<file path="config.mk">
export PLATFORM = sky130hd
export DESIGN_NAME = gszcr_regs
export DESIGN_NICKNAME = d
export VERILOG_FILES = /design/src/core/gszcr_pkg.sv /design/src/core/gszcr_blanker.sv /design/src/core/gszcr_regs.sv
export VERILOG_INCLUDE_DIRS = /design/src /design/src/core
export SDC_FILE = /design/constraint.sdc
export NUM_CORES = 1
export LEC_CHECK = 0
export ABC_AREA = 1
export BUFFER_PORTS_ARGS = -buffer_cell sky130_fd_sc_hd__buf_2
export CORE_ASPECT_RATIO = 0.7
export CORE_MARGIN = 2
export CORE_UTILIZATION = 52
export CTS_BUF_LIST = sky130_fd_sc_hd__clkbuf_8
export CTS_CLUSTER_SIZE = 20
export DETAILED_ROUTE_END_ITERATION = 6
export GPL_ROUTABILITY_DRIVEN = 0
export PLACE_DENSITY_LB_ADDON = 0.3
export SLEW_MARGIN = 5
export SYNTH_ARGS = -nofsm -noshare
export SYNTH_HDL_FRONTEND = slang
export SYNTH_SLANG_ARGS = --single-unit
</file>
<file path="constraint.sdc">
create_clock -name clk_sys_i -period 5.6 [get_ports clk_sys_i]
set_input_delay 0.84 -clock clk_sys_i [delete_from_list [all_inputs] [get_ports clk_sys_i]]
set_output_delay 0.84 -clock clk_sys_i [all_outputs]
set_load 0.02 [all_outputs]
</file>
<file path="src/core/gszcr_map.svh">
// Register offsets, field positions and reset values of the configuration bank.
`ifndef GSZCR_MAP_SVH
`define GSZCR_MAP_SVH
`define GSZCR_ADDR_PIN_CFG     8'h05
`define GSZCR_ADDR_DIR_CFG     8'h07
`define GSZCR_ADDR_OUT_LEVEL   8'h0B
`define GSZCR_ADDR_IN_LEVEL    8'h0D
`define GSZCR_ADDR_BLANK_CFG   8'h0F
`define GSZCR_ADDR_SEQ_CFG     8'h10
`define GSZCR_ADDR_CHAN_SEL    8'h11
`define GSZCR_ADDR_SCAN_EN     8'h12
`define GSZCR_RESET_VALUE      8'h00
`define GSZCR_SEQ_CFG_MASK     8'h13
`define GSZCR_SEQUENCE_START_BIT_BIT    4
`define GSZCR_MULT_BIT         7
`define GSZCR_MULT_SHIFT       3
`define GSZCR_CHAN_LAST        4'h7
`endif

</file>
<file path="src/core/gszcr_pkg.sv">
// Types shared by the configuration bank.
`default_nettype none
package gszcr_pkg;
    typedef enum logic [1:0] {
        GSZCR_SCAN_MANUAL = 2'b00,
        GSZCR_SCAN_AUTO   = 2'b01,
        GSZCR_SCAN_FLY    = 2'b10,
        GSZCR_SCAN_RSVD   = 2'b11
    } gszcr_scan_t;
    typedef enum logic [1:0] {
        GSZCR_BL_IDLE  = 2'b00,
        GSZCR_BL_BLANK = 2'b01
    } gszcr_blank_t;
endpackage
`default_nettype wire

</file>
<file path="src/core/gszcr_blanker.sv">
// Zero-crossing source selection and post-event blanking counter.
`timescale 1ns/100ps
`default_nettype none
`include "gszcr_map.svh"
module gszcr_blanker (
    // Clock and reset
    input  wire logic       clk_sys_i,
    input  wire logic       reset_i,
    // Configuration
    input  wire logic [7:0] blank_cfg_i,
    input  wire logic       src_is_pin_i,
    input  wire logic       src_pin_level_i,
    // Conversion results of the source channel
    input  wire logic       conv_done_i,
    input  wire logic       conv_above_i,
    // Event output
    output logic            event_o,
    output logic            blanking_o
);
    gszcr_pkg::gszcr_blank_t state_reg;
    gszcr_pkg::gszcr_blank_t state_next;
    logic [9:0] count_reg;
    logic [9:0] count_next;
    logic       level_reg;
    logic       level_next;
    logic       event_next;
    logic       cur_level;
    logic [9:0] load;

    always_comb begin
        // Pin level is used directly, else the comparator result.
        cur_level = src_is_pin_i ? src_pin_level_i : level_reg;
        if (!src_is_pin_i && conv_done_i) begin
            cur_level = conv_above_i;
        end
        if (blank_cfg_i[`GSZCR_MULT_BIT]) begin
            load = {blank_cfg_i[6:0], 3'h0};
        end else begin
            load = {3'h0, blank_cfg_i[6:0]};
        end
        state_next = state_reg;
        count_next = count_reg;
        level_next = cur_level;
        event_next = 1'b0;
        case (state_reg)
            gszcr_pkg::GSZCR_BL_IDLE: begin
                if (cur_level != level_reg) begin
                    event_next = 1'b1;
                    // Counting starts with the next source conversion, not the event itself.
                    count_next = load;
                    if (load != 10'h000) begin
                        state_next = gszcr_pkg::GSZCR_BL_BLANK;
                    end
                end
            end
            gszcr_pkg::GSZCR_BL_BLANK: begin
                // Level tracking continues; edges are swallowed.
                if (conv_done_i) begin
                    count_next = count_reg - 10'h001;
                    if (count_reg == 10'h001) begin
                        state_next = gszcr_pkg::GSZCR_BL_IDLE;
                    end
                end
            end
            default: begin
                state_next = gszcr_pkg::GSZCR_BL_IDLE;
            end
        endcase
    end

    always_ff @(posedge clk_sys_i or posedge reset_i) begin
        if (reset_i) begin
            state_reg <= gszcr_pkg::GSZCR_BL_IDLE;
            count_reg <= 10'h000;
            level_reg <= 1'b0;
            event_o   <= 1'b0;
        end else begin
            state_reg <= state_next;
            count_reg <= count_next;
            level_reg <= level_next;
            event_o   <= event_next;
        end
    end
    assign blanking_o = (state_reg == gszcr_pkg::GSZCR_BL_BLANK);
endmodule
`default_nettype wire

</file>
<file path="src/core/gszcr_regs.sv">
// Configuration register bank: pin levels, blanking, sequencing, channels.
// Summary of operation
// - Each output-level bit drives its output channel: 0 low, 1 high.
// - Reading the input-level register returns the eight pin levels.
// - Blanking count is the field, or eight times it with the multiplier.
// - After a crossing event, that many source conversions are ignored.
// - In auto mode, start 1 scans enabled analog channels ascending, 0 stops.
// - The mode field picks manual, auto, on-the-fly or reserved scanning.
// - In manual mode the channel field picks inputs 0..7; 1000b reserved.
// - An analog crossing source derives crossings from threshold compares.
// - A digital-input crossing source uses the pin level directly.
// - Reserved sequencing bits read back as zero.
// - A pin-config bit of 0 makes the channel analog, 1 a digital pin.
// - A direction bit of 0 makes the pin an input, 1 an output.
// - A scan-enable bit of 1 includes the channel in the auto scan if its pin-config bit is 0.
`timescale 1ns/100ps
`default_nettype none
`include "gszcr_map.svh"
module gszcr_regs #(
    parameter int CHANNELS = 8
) (
    // Clock and reset
    input  wire logic                clk_sys_i,
    input  wire logic                reset_i,
    // Register port from the serial interface
    input  wire logic                reg_wr_i,
    input  wire logic                reg_rd_i,
    input  wire logic [7:0]          reg_addr_i,
    input  wire logic [7:0]          reg_wdata_i,
    output logic      [7:0]          reg_rdata_o,
    // Channel pins
    input  wire logic [CHANNELS-1:0] pin_level_i,
    output logic      [CHANNELS-1:0] pin_out_o,
    output logic      [CHANNELS-1:0] pin_oe_o,
    // Conversion datapath
    input  wire logic                conv_done_i,
    input  wire logic                conv_above_i,
    output logic      [3:0]          conv_channel_o,
    output logic                     conv_channel_valid_o,
    output logic      [1:0]          scan_method_o,
    output logic                     scan_run_o,
    output logic      [CHANNELS-1:0] scan_channel_enable_o,
    // Crossing detector
    output logic                     zero_crossing_detect_o
);
    logic [7:0] pin_cfg_reg, pin_cfg_next;
    logic [7:0] dir_cfg_reg, dir_cfg_next;
    logic [7:0] out_level_reg, out_level_next;
    logic [7:0] in_level_reg;
    logic [7:0] blank_reg, blank_next;
    logic [7:0] seq_reg, seq_next;
    logic [7:0] chan_reg, chan_next;
    logic [7:0] scan_en_reg, scan_en_next;
    logic [7:0] rdata_next;
    logic [3:0] scan_ch_reg, scan_ch_next;
    logic [3:0] conv_ch_next;
    logic       conv_valid_next;
    logic [CHANNELS-1:0] out_next, oe_next;
    logic       seq_go;
    logic [3:0] src_ch;
    logic       src_is_pin;
    logic       crossing_evt;
    logic       zcd_next;

    always_comb begin
        pin_cfg_next   = pin_cfg_reg;
        dir_cfg_next   = dir_cfg_reg;
        out_level_next = out_level_reg;
        blank_next     = blank_reg;
        seq_next       = seq_reg;
        chan_next      = chan_reg;
        scan_en_next   = scan_en_reg;
        if (reg_wr_i) begin
            case (reg_addr_i)
                `GSZCR_ADDR_PIN_CFG:   pin_cfg_next   = reg_wdata_i;
                `GSZCR_ADDR_DIR_CFG:   dir_cfg_next   = reg_wdata_i;
                `GSZCR_ADDR_OUT_LEVEL: out_level_next = reg_wdata_i;
                `GSZCR_ADDR_BLANK_CFG: blank_next     = reg_wdata_i;
                // Reserved bits are masked off on the way in.
                `GSZCR_ADDR_SEQ_CFG:
                    seq_next = reg_wdata_i & `GSZCR_SEQ_CFG_MASK;
                `GSZCR_ADDR_CHAN_SEL:  chan_next      = reg_wdata_i;
                `GSZCR_ADDR_SCAN_EN:   scan_en_next   = reg_wdata_i;
                default: ; // Input-level and unknown writes drop.
            endcase
        end
        case (reg_addr_i)
            `GSZCR_ADDR_PIN_CFG:   rdata_next = pin_cfg_reg;
            `GSZCR_ADDR_DIR_CFG:   rdata_next = dir_cfg_reg;
            `GSZCR_ADDR_OUT_LEVEL: rdata_next = out_level_reg;
            `GSZCR_ADDR_IN_LEVEL:  rdata_next = in_level_reg;
            `GSZCR_ADDR_BLANK_CFG: rdata_next = blank_reg;
            `GSZCR_ADDR_SEQ_CFG:   rdata_next = seq_reg;
            `GSZCR_ADDR_CHAN_SEL:  rdata_next = chan_reg;
            `GSZCR_ADDR_SCAN_EN:   rdata_next = scan_en_reg;
            default:               rdata_next = `GSZCR_RESET_VALUE;
        endcase
        if (!reg_rd_i) begin
            rdata_next = reg_rdata_o;
        end
    end

    // Pin drive: only general-purpose pins set as outputs are driven.
    for (genvar i = 0; i < CHANNELS; i++) begin : g_pin
        always_comb begin
            oe_next[i]  = pin_cfg_reg[i] & dir_cfg_reg[i];
            out_next[i] = out_level_reg[i];
        end
    end

    // Scan channel selection.
    assign seq_go = (seq_reg[1:0] == gszcr_pkg::GSZCR_SCAN_AUTO)
                    && seq_reg[`GSZCR_SEQUENCE_START_BIT_BIT];
    always_comb begin
        logic [3:0] cand;
        logic       found;
        cand = scan_ch_reg;
        found = 1'b0;
        scan_ch_next = scan_ch_reg;
        // Step to the next enabled analog channel, wrapping upward.
        // A disabled pointer moves on at once, else the scan would wait
        // for a conversion that is never requested.
        if (seq_go && (conv_done_i || !(scan_en_reg[scan_ch_reg[2:0]]
                       && !pin_cfg_reg[scan_ch_reg[2:0]]))) begin
            for (int k = 1; k <= CHANNELS; k++) begin
                cand = 4'((32'(scan_ch_reg) + k) % CHANNELS);
                if (!found && scan_en_reg[cand[2:0]]
                    && !pin_cfg_reg[cand[2:0]]) begin
                    scan_ch_next = cand;
                    found = 1'b1;
                end
            end
        end else if (!seq_go) begin
            scan_ch_next = 4'h0; // Restart at the lowest channel.
        end
        case (seq_reg[1:0])
            gszcr_pkg::GSZCR_SCAN_MANUAL: begin
                conv_ch_next = chan_reg[3:0];
                // Code 1000b and above are reserved; no valid conversion.
                conv_valid_next = (chan_reg[3:0] <= `GSZCR_CHAN_LAST);
            end
            gszcr_pkg::GSZCR_SCAN_AUTO: begin
                conv_ch_next = scan_ch_reg;
                conv_valid_next = seq_go && scan_en_reg[scan_ch_reg[2:0]]
                                  && !pin_cfg_reg[scan_ch_reg[2:0]];
            end
            default: begin
                // On-the-fly and reserved modes pass the channel field on; never valid.
                conv_ch_next = chan_reg[3:0];
                conv_valid_next = 1'b0;
            end
        endcase
    end

    // Crossing source: pin level is used only for general-purpose inputs.
    assign src_ch = chan_reg[7:4];
    assign src_is_pin = pin_cfg_reg[src_ch[2:0]]
                        && !dir_cfg_reg[src_ch[2:0]];

    gszcr_blanker u_blanker (
        .clk_sys_i       (clk_sys_i),
        .reset_i         (reset_i),
        .blank_cfg_i     (blank_reg),
        .src_is_pin_i    (src_is_pin),
        .src_pin_level_i (in_level_reg[src_ch[2:0]]),
        .conv_done_i     (conv_done_i && conv_ch_next == src_ch),
        .conv_above_i    (conv_above_i),
        .event_o         (crossing_evt),
        .blanking_o      ()
    );
    assign zcd_next = zero_crossing_detect_o ^ crossing_evt;

    always_ff @(posedge clk_sys_i or posedge reset_i) begin
        if (reset_i) begin
            pin_cfg_reg            <= `GSZCR_RESET_VALUE;
            dir_cfg_reg            <= `GSZCR_RESET_VALUE;
            out_level_reg          <= `GSZCR_RESET_VALUE;
            in_level_reg           <= `GSZCR_RESET_VALUE;
            blank_reg              <= `GSZCR_RESET_VALUE;
            seq_reg                <= `GSZCR_RESET_VALUE;
            chan_reg               <= `GSZCR_RESET_VALUE;
            scan_en_reg            <= `GSZCR_RESET_VALUE;
            reg_rdata_o            <= `GSZCR_RESET_VALUE;
            scan_ch_reg            <= 4'h0;
            pin_out_o              <= '0;
            pin_oe_o               <= '0;
            conv_channel_o         <= 4'h0;
            conv_channel_valid_o   <= 1'b0;
            scan_method_o          <= 2'h0;
            scan_run_o             <= 1'b0;
            scan_channel_enable_o  <= '0;
            zero_crossing_detect_o <= 1'b0;
        end else begin
            pin_cfg_reg            <= pin_cfg_next;
            dir_cfg_reg            <= dir_cfg_next;
            out_level_reg          <= out_level_next;
            in_level_reg           <= pin_level_i;
            blank_reg              <= blank_next;
            seq_reg                <= seq_next;
            chan_reg               <= chan_next;
            scan_en_reg            <= scan_en_next;
            reg_rdata_o            <= rdata_next;
            scan_ch_reg            <= scan_ch_next;
            pin_out_o              <= out_next;
            pin_oe_o               <= oe_next;
            conv_channel_o         <= conv_ch_next;
            conv_channel_valid_o   <= conv_valid_next;
            scan_method_o          <= seq_reg[1:0];
            scan_run_o             <= seq_go;
            scan_channel_enable_o  <= scan_en_reg;
            zero_crossing_detect_o <= zcd_next;
        end
    end
endmodule
`default_nettype wire

</file>
==> impl_metrics.csv, run 1 <==
group,metric,value,unit
outcome,status,"complete, no violations",
setup_path,worstPathRequired,5.93,ns
cts,post-cts-setup-buffers,0,
sta,worst_pin_slew,0.800,ns
cells_and_area,diodes,0,
detailed_routing,dr.pass1.iters,6,
synthesis,yosys.cell_count.top_type,"nand2_1",
pwr,peakVddDrop,0.000222,V
cts,clk_pin_slew,0.07,ns
detailed_routing,ant_nets,0,
setup_path,cpMaxStageDelayCell,"dfrtp_1",
detailed_routing,via_per_inst,5.63,
cts,cts_sinks,116,
synthesis,avgSynthCellArea,7.97,um2
cells_and_area,fin_cells,1013,
cells_and_area,fin_area,6980,um2
cts,cts_resized,0,
setup_path,worstSetupPathDepth,14,
cts,cts_made_buffers,17,
cts,htree_levels,4,
setup_path,timing.critical_path.to,"scan_ch_reg[0]$_DFFE_PP0P_",
synthesis,synth_flop_cell,"dfrtp_1",
setup_path,cpLargestDelayFamily,"simple AND/OR/NAND/NOR gates",
sta,slew_headroom,0.467,
floorplan,num_rows,33,
cells_and_area,largest_reg_flops,10,
detailed_routing,post-route-drc-count,0,
sta,setup_tns,0,ns
cts,ctsHoldBuffers,0,
detailed_routing,wl_per_cell,16.5,um
floorplan,die_h,95.2,um
setup_path,path_class,"reg -> reg",
cells_and_area,drive_gt1_frac,0.195,
sta,finalSetupViolCount,0,
sta,max_freq,341,MHz
global_routing,grt_pass1_vias,5422,
global_routing,grt_first_pass_wirelength,27200,um
floorplan,die_w,134,um
synthesis,synth_fp_nets,808,
cts,clock_latency,0.45,ns
sta,period_minus_slack,2.93,ns
synthesis,synth_top_area_frac,0.470,
setup_path,crit_buf_inv,2,
cts,cts_root_buffer,"clkbuf_8",
place,place_inst,981,
sta,period_share,0.523,
hold_path,hp-class,"reg -> reg",
synthesis,syn_area,6170,um2
setup_path,cp-startpoint,"scan_ch_reg[0]$_DFFE_PP0P_",
synthesis,ys_types,46,
pwr,p_leak,3.55,nW
cts,tritoncts,"yes",
detailed_routing,drt-total-wl,16700,um
flow_run,max_cap_viol_count,0,
synthesis,synthTopCellsByArea,"dfrtp_1, nand2_1, o21ai_0, nand3_1, inv_1",
cells_and_area,area_growth_syn_to_layout,13.1,%
cts,cts_buffer_depth,2,
synthesis,netlist_top_cells_count,"nand2_1, dfrtp_1, inv_1",
floorplan,io_pins,71,
floorplan,initial_core_util,0.530,
setup_path,end_kind,"register",
place,dpl.hpwl,12200,um
sta,final_max_slew_viol_count,0,
synthesis,ys_seq_area_frac,0.470,
place,io_buffers,70,
synthesis,synthArstFlopShare,1.00,
global_routing,gr-usage-all-layers,0.278,
setup_path,rrSetupSlack,2.67,ns
global_routing,grt_antenna_before_repair,0,
synthesis,ys_warn_count,0,
setup_path,crit-reg2reg-capture,"scan_ch_reg[0]$_DFFE_PP0P_",
floorplan,dieArea,12800,um2
sta,fin_hold_ws,0.420,ns
synthesis,synth_area_leader_cell,"dfrtp_1",
setup_path,critical-path-max-stage-delay,0.76,ns
global_routing,gr-total-overflow,0,
synthesis,synth_seq_cells,116,
sta,hold_violations,0,
synthesis,synth_cells,774,
setup_path,start_kind,"register",
global_routing,grt_max_degree,68,
detailed_routing,vias,5701,
setup_path,crit_fanout,21,
place,dpl-instance-area,6570,um2
pwr,power.density,324,nW/um2
synthesis,synth-edff-count,0,
cells_and_area,final_nets,877,
setup_path,r2r_cells,14,
detailed_routing,first_iter_violations,806,
sta,rsz0062_at_grt,"false",
sta,clock_skew,0.00851,ns
setup_path,r2r_start,"scan_ch_reg[0]$_DFFE_PP0P_",
setup_path,crit_chain,"inv_4 > ha_1 > inv_1 > nand3_1 > nand3_1 > nand2_2 > nor2_8 > nand3_4 > nor2_4 > nand2_2 > nand2_2 > nand3_2 > nand3_1 > nand2_1",
floorplan,coreArea,11600,um2
setup_path,worst_ep_arrival_time,3.26,ns
## cell usage in the layout (no fill, tap or decap), types with 5 or more instances in the layout
master / Yosys / final
o21ai_0: 78 / 78
o22ai_1: 6 / 6
buf_2: 2 / 70
inv_2: 8 / 8
nor3_1: 8 / 8
nand2_1: 238 / 238
nor2_1: 31 / 31
dfrtp_1: 116 / 116
a221oi_1: 5 / 5
o21ai_2: 7 / 7
nand2_2: 21 / 21
a21oi_1: 11 / 11
a22o_1: 5 / 5
clkbuf_8: 0 / 19
nand3_1: 70 / 70
inv_1: 80 / 79
nand4_1: 10 / 10
nand3_2: 10 / 10
## metal layers
layer | GRT usage | share of wire | vias up | routed length [um]
met3 | 0.0734 | 0.11 | 47 | 1780
met2 | 0.430 | 0.44 | 346 | 7440
met4 | 0.0868 | 0.021 | 0 | 346
met5 | 0 | 0 | - | 0
li1 | - | - | 2667 | -
met1 | 0.387 | 0.43 | 2641 | 7180
## power breakdown
group          total (mW)  switching, mW  leakage, nW  internal [mW]
sequential          0.983         0.0729         1.56          0.911
combinational       0.477          0.313         1.79          0.164
clock               0.805          0.380        0.197          0.425
total                2.27          0.766         3.55           1.50
## per-stage QoR
| step | setup WS [ns] | util | power, mW |
|---|---|---|---|
| after floorplan | 1.69 | - | 1.36 |
| after global placement | 2.92 | 0.564 | 1.45 |
| after detailed placement | 2.74 | 0.564 | 1.47 |
| after CTS | 2.73 | 0.600 | 2.27 |
| after global routing | 2.38 | 0.600 | 2.39 |
| final | 2.67 | 0.600 | 2.27 |
## worst reg2reg max path, delay by kind of cell, from the launching register on
kind	cells	cell delay [ns]
simple gates	11	1.20
flops	1	0.76
fa+ha+maj	1	0.48
buf+inv	2	0.39
## how the worst min path moves through the flow
stage / start / to / slack (ns) / cells past startpoint
global route: out_level_reg[4]$_DFFE_PP0P_ / pin_out_o[4]$_DFF_PP0_ / 0.44 / 0
CTS: out_level_reg[4]$_DFFE_PP0P_ / pin_out_o[4]$_DFF_PP0_ / 0.42 / 0
global placement: out_level_reg[4]$_DFFE_PP0P_ / pin_out_o[4]$_DFF_PP0_ / 0.40 / 0
finish: out_level_reg[4]$_DFFE_PP0P_ / pin_out_o[4]$_DFF_PP0_ / 0.42 / 0
detailed placement: out_level_reg[4]$_DFFE_PP0P_ / pin_out_o[4]$_DFF_PP0_ / 0.41 / 0
floorplan: out_level_reg[1]$_DFFE_PP0P_ / pin_out_o[1]$_DFF_PP0_ / 0.37 / 0
## logic make-up (layout without fill, tap and decap cells)
kind of cell | Yosys count | count (layout) | share of synthesized area
AO/OA/AOI/OAI | 130 | 130 | 0.124
AND/OR/NAND/NOR | 405 | 405 | 0.304
adder cells (fa/ha/maj) | 4 | 4 | 0.00811
buffers and inverters | 112 | 194 | 0.0813
flip-flops | 116 | 116 | 0.470
multiplexers | 1 | 1 | 0.00162
XOR/XNOR | 6 | 6 | 0.0109
## area by class of cell
cell class	count	area, um2
Tap cell	157	196
Clock buffer	19	262
Timing Repair Buffer	71	358
Multi-Input combinational cell	546	2770
Fill cell	1030	4660
Clock inverter	13	150
Inverter	91	347
Sequential cell	116	2900
Note: power is estimated with default switching activity, not from simulation.
==> run 2, diff against run 1 <==
Clock period 5.6 ns to 2.5 ns, I/O delays scaled along.
==> run 2 against run 1 <==
Compared with the run above: sequential cell count unchanged; global-route usage is 0.085 points higher; via count increased by 0.75%; count of clock-buffer cells in the layout unchanged; total power is 120% higher; non-clock buffer count up 17; clock skew increased by 0.0077 ns; core utilization up 1.1 points; largest power group unchanged; highest routed layer unchanged.
==> impl_metrics.csv, run 2 (synthesized netlist as in run 1, its figures left out) <==
group,metric,value,unit
cts,cts_root_buffer,"clkbuf_8",
pwr,power.density,709,nW/um2
sta,clock_skew,0.0162,ns
detailed_routing,dr.pass1.iters,6,
cells_and_area,mostFrequentLayoutCells,"nand2_1, dfrtp_1, inv_1, o21ai_0",
detailed_routing,via_per_inst,5.58,
cts,ctsHoldBuffers,0,
place,dpl-instance-area,6670,um2
global_routing,grt_pass1_vias,5414,
cts,clock_latency,0.45,ns
floorplan,num_rows,33,
cells_and_area,area_growth_syn_to_layout,15.2,%
flow_run,max_cap_viol_count,0,
place,dpl.hpwl,12500,um
detailed_routing,first_iter_violations,760,
floorplan,die_w,134,um
cts,cts_made_buffers,17,
detailed_routing,ant_nets,0,
sta,finalSetupViolCount,0,
global_routing,gr-usage-all-layers,0.279,
hold_path,hp-class,"in -> async",
sta,max_freq,433,MHz
setup_path,worstPathRequired,2.85,ns
setup_path,crit_chain,"inv_2 > ha_2 > inv_1 > nand3_1 > nand3_1 > nand2_2 > nor2_8 > nand3_4 > nor2_4 > nand3_1 > nand3_2 > nand2_1 > nand2_1 > nand2_1",
cells_and_area,largest_reg_flops,10,
cts,cts_buffer_depth,2,
floorplan,die_h,95.2,um
setup_path,cpMaxStageDelayCell,"dfrtp_2",
setup_path,r2r_cells,14,
sta,worst_pin_slew,0.650,ns
cells_and_area,fin_area,7110,um2
detailed_routing,post-route-drc-count,0,
global_routing,gr-total-overflow,0,
cells_and_area,final_common_cell,"nand2_1",
setup_path,end_kind,"register",
place,place_inst,992,
global_routing,grt_first_pass_wirelength,27400,um
cells_and_area,fin_cells,1030,
cts,htree_levels,4,
pwr,peakVddDrop,0.000636,V
setup_path,start_kind,"register",
setup_path,worst_ep_arrival_time,2.66,ns
floorplan,dieArea,12800,um2
sta,final_max_slew_viol_count,0,
setup_path,rrSetupSlack,0.19,ns
setup_path,cpLargestDelayFamily,"simple AND/OR/NAND/NOR gates",
cts,clk_pin_slew,0.08,ns
global_routing,grt_antenna_before_repair,0,
setup_path,crit_buf_inv,2,
setup_path,r2r_start,"scan_ch_reg[1]$_DFFE_PP0P_",
cells_and_area,diodes,0,
outcome,status,"complete, no violations",
sta,period_minus_slack,2.31,ns
detailed_routing,drt-total-wl,16800,um
setup_path,path_class,"reg -> reg",
setup_path,crit-reg2reg-capture,"scan_ch_reg[0]$_DFFE_PP0P_",
sta,period_share,0.924,
setup_path,critical-path-max-stage-delay,0.45,ns
setup_path,crit_fanout,8,
detailed_routing,vias,5744,
sta,slew_headroom,0.565,
cells_and_area,nFillCells,1042,
floorplan,io_pins,71,
cts,tritoncts,"yes",
sta,hold_violations,0,
global_routing,grt_max_degree,34,
cts,cts_sinks,116,
pwr,p_leak,3.63,nW
place,io_buffers,70,
cells_and_area,drive_gt1_frac,0.213,
floorplan,initial_core_util,0.530,
cells_and_area,final_nets,894,
detailed_routing,wl_per_cell,16.3,um
floorplan,coreArea,11600,um2
==> run 2: cell types whose count changed in the layout (fill, tap and decap cells not counted), sizes merged <==
cell,delta
buf,+17
clkinv,+1
inv,-1
==> run 2: per-stage QoR <==
step / setup WS, ns / TNS (ns) / hold slack [ns] / util / total power [mW]
after detailed placement: 0.0924 / 0 / 0.408 / 0.573 / 3.30
after CTS: 0.0576 / 0 / 0.0267 / 0.606 / 5.02
after global routing: -0.00948 / -0.00948 / 0.0222 / 0.611 / 5.28
after global placement: 0.247 / 0 / 0.399 / 0.573 / 3.25
final: 0.189 / 0 / 0.00831 / 0.611 / 5.04
after floorplan: 0.227 / 0 / 0.374 / - / 3.05
==> run 2: worst max path at each step <==
stage / startpoint / endpoint / slack (ns) / cells after the start
global placement: scan_ch_reg[1]$_DFFE_PP0P_ / scan_ch_reg[1]$_DFFE_PP0P_ / 0.25 / 14
detailed placement: scan_ch_reg[1]$_DFFE_PP0P_ / scan_ch_reg[0]$_DFFE_PP0P_ / 0.09 / 14
finish: scan_ch_reg[1]$_DFFE_PP0P_ / scan_ch_reg[0]$_DFFE_PP0P_ / 0.19 / 14
global route: scan_ch_reg[0]$_DFFE_PP0P_ / scan_ch_reg[0]$_DFFE_PP0P_ / -0.009 / 14
floorplan: scan_ch_reg[0]$_DFFE_PP0P_ / scan_ch_reg[0]$_DFFE_PP0P_ / 0.23 / 17
CTS: scan_ch_reg[1]$_DFFE_PP0P_ / scan_ch_reg[0]$_DFFE_PP0P_ / 0.06 / 14
==> run 2: routing by layer <==
metal	vias to the layer above	share of wire	global-route usage
met3	38	0.11	0.0766
met2	334	0.44	0.430
met4	0	0.018	0.0895
li1	2694	-	-
met1	2678	0.43	0.386
met5	-	0	0
==> run 2: worst reg2reg max path: stages (launching register included) <==
cell and delay [ns]:
dfrtp_2 0.45, inv_2 0.07, ha_2 0.32, inv_1 0.14, nand3_1 0.14, nand3_1 0.11
nand2_2 0.09, nor2_8 0.16, nand3_4 0.10, nor2_4 0.23, nand3_1 0.13, nand3_2 0.10
nand2_1 0.05, nand2_1 0.06, nand2_1 0.05
==> run 2: layout make-up <==
class	count	area [um2]	area share
clock buffers	19	262	0.0368
clock inverters	13	133	0.0186
inverters	91	348	0.0489
multi-input cells	546	2770	0.390
flip-flops and latches	116	2910	0.409
well taps	157	196	0.0276
repair buffers	88	498	0.0700
==> run 2: timing repair <==
item                                    4_1_cts  5_1_grt
endpoints found under the setup margin        0        3
hold endpoints to repair                      0        0
buffers inserted                              0        6
gates resized for setup                       0        3
==> run 2: power by group <==
group / switching [mW] / internal [mW]
sequential: 0.172 / 2.04
combinational: 0.704 / 0.383
clock: 0.811 / 0.933
total: 1.69 / 3.36
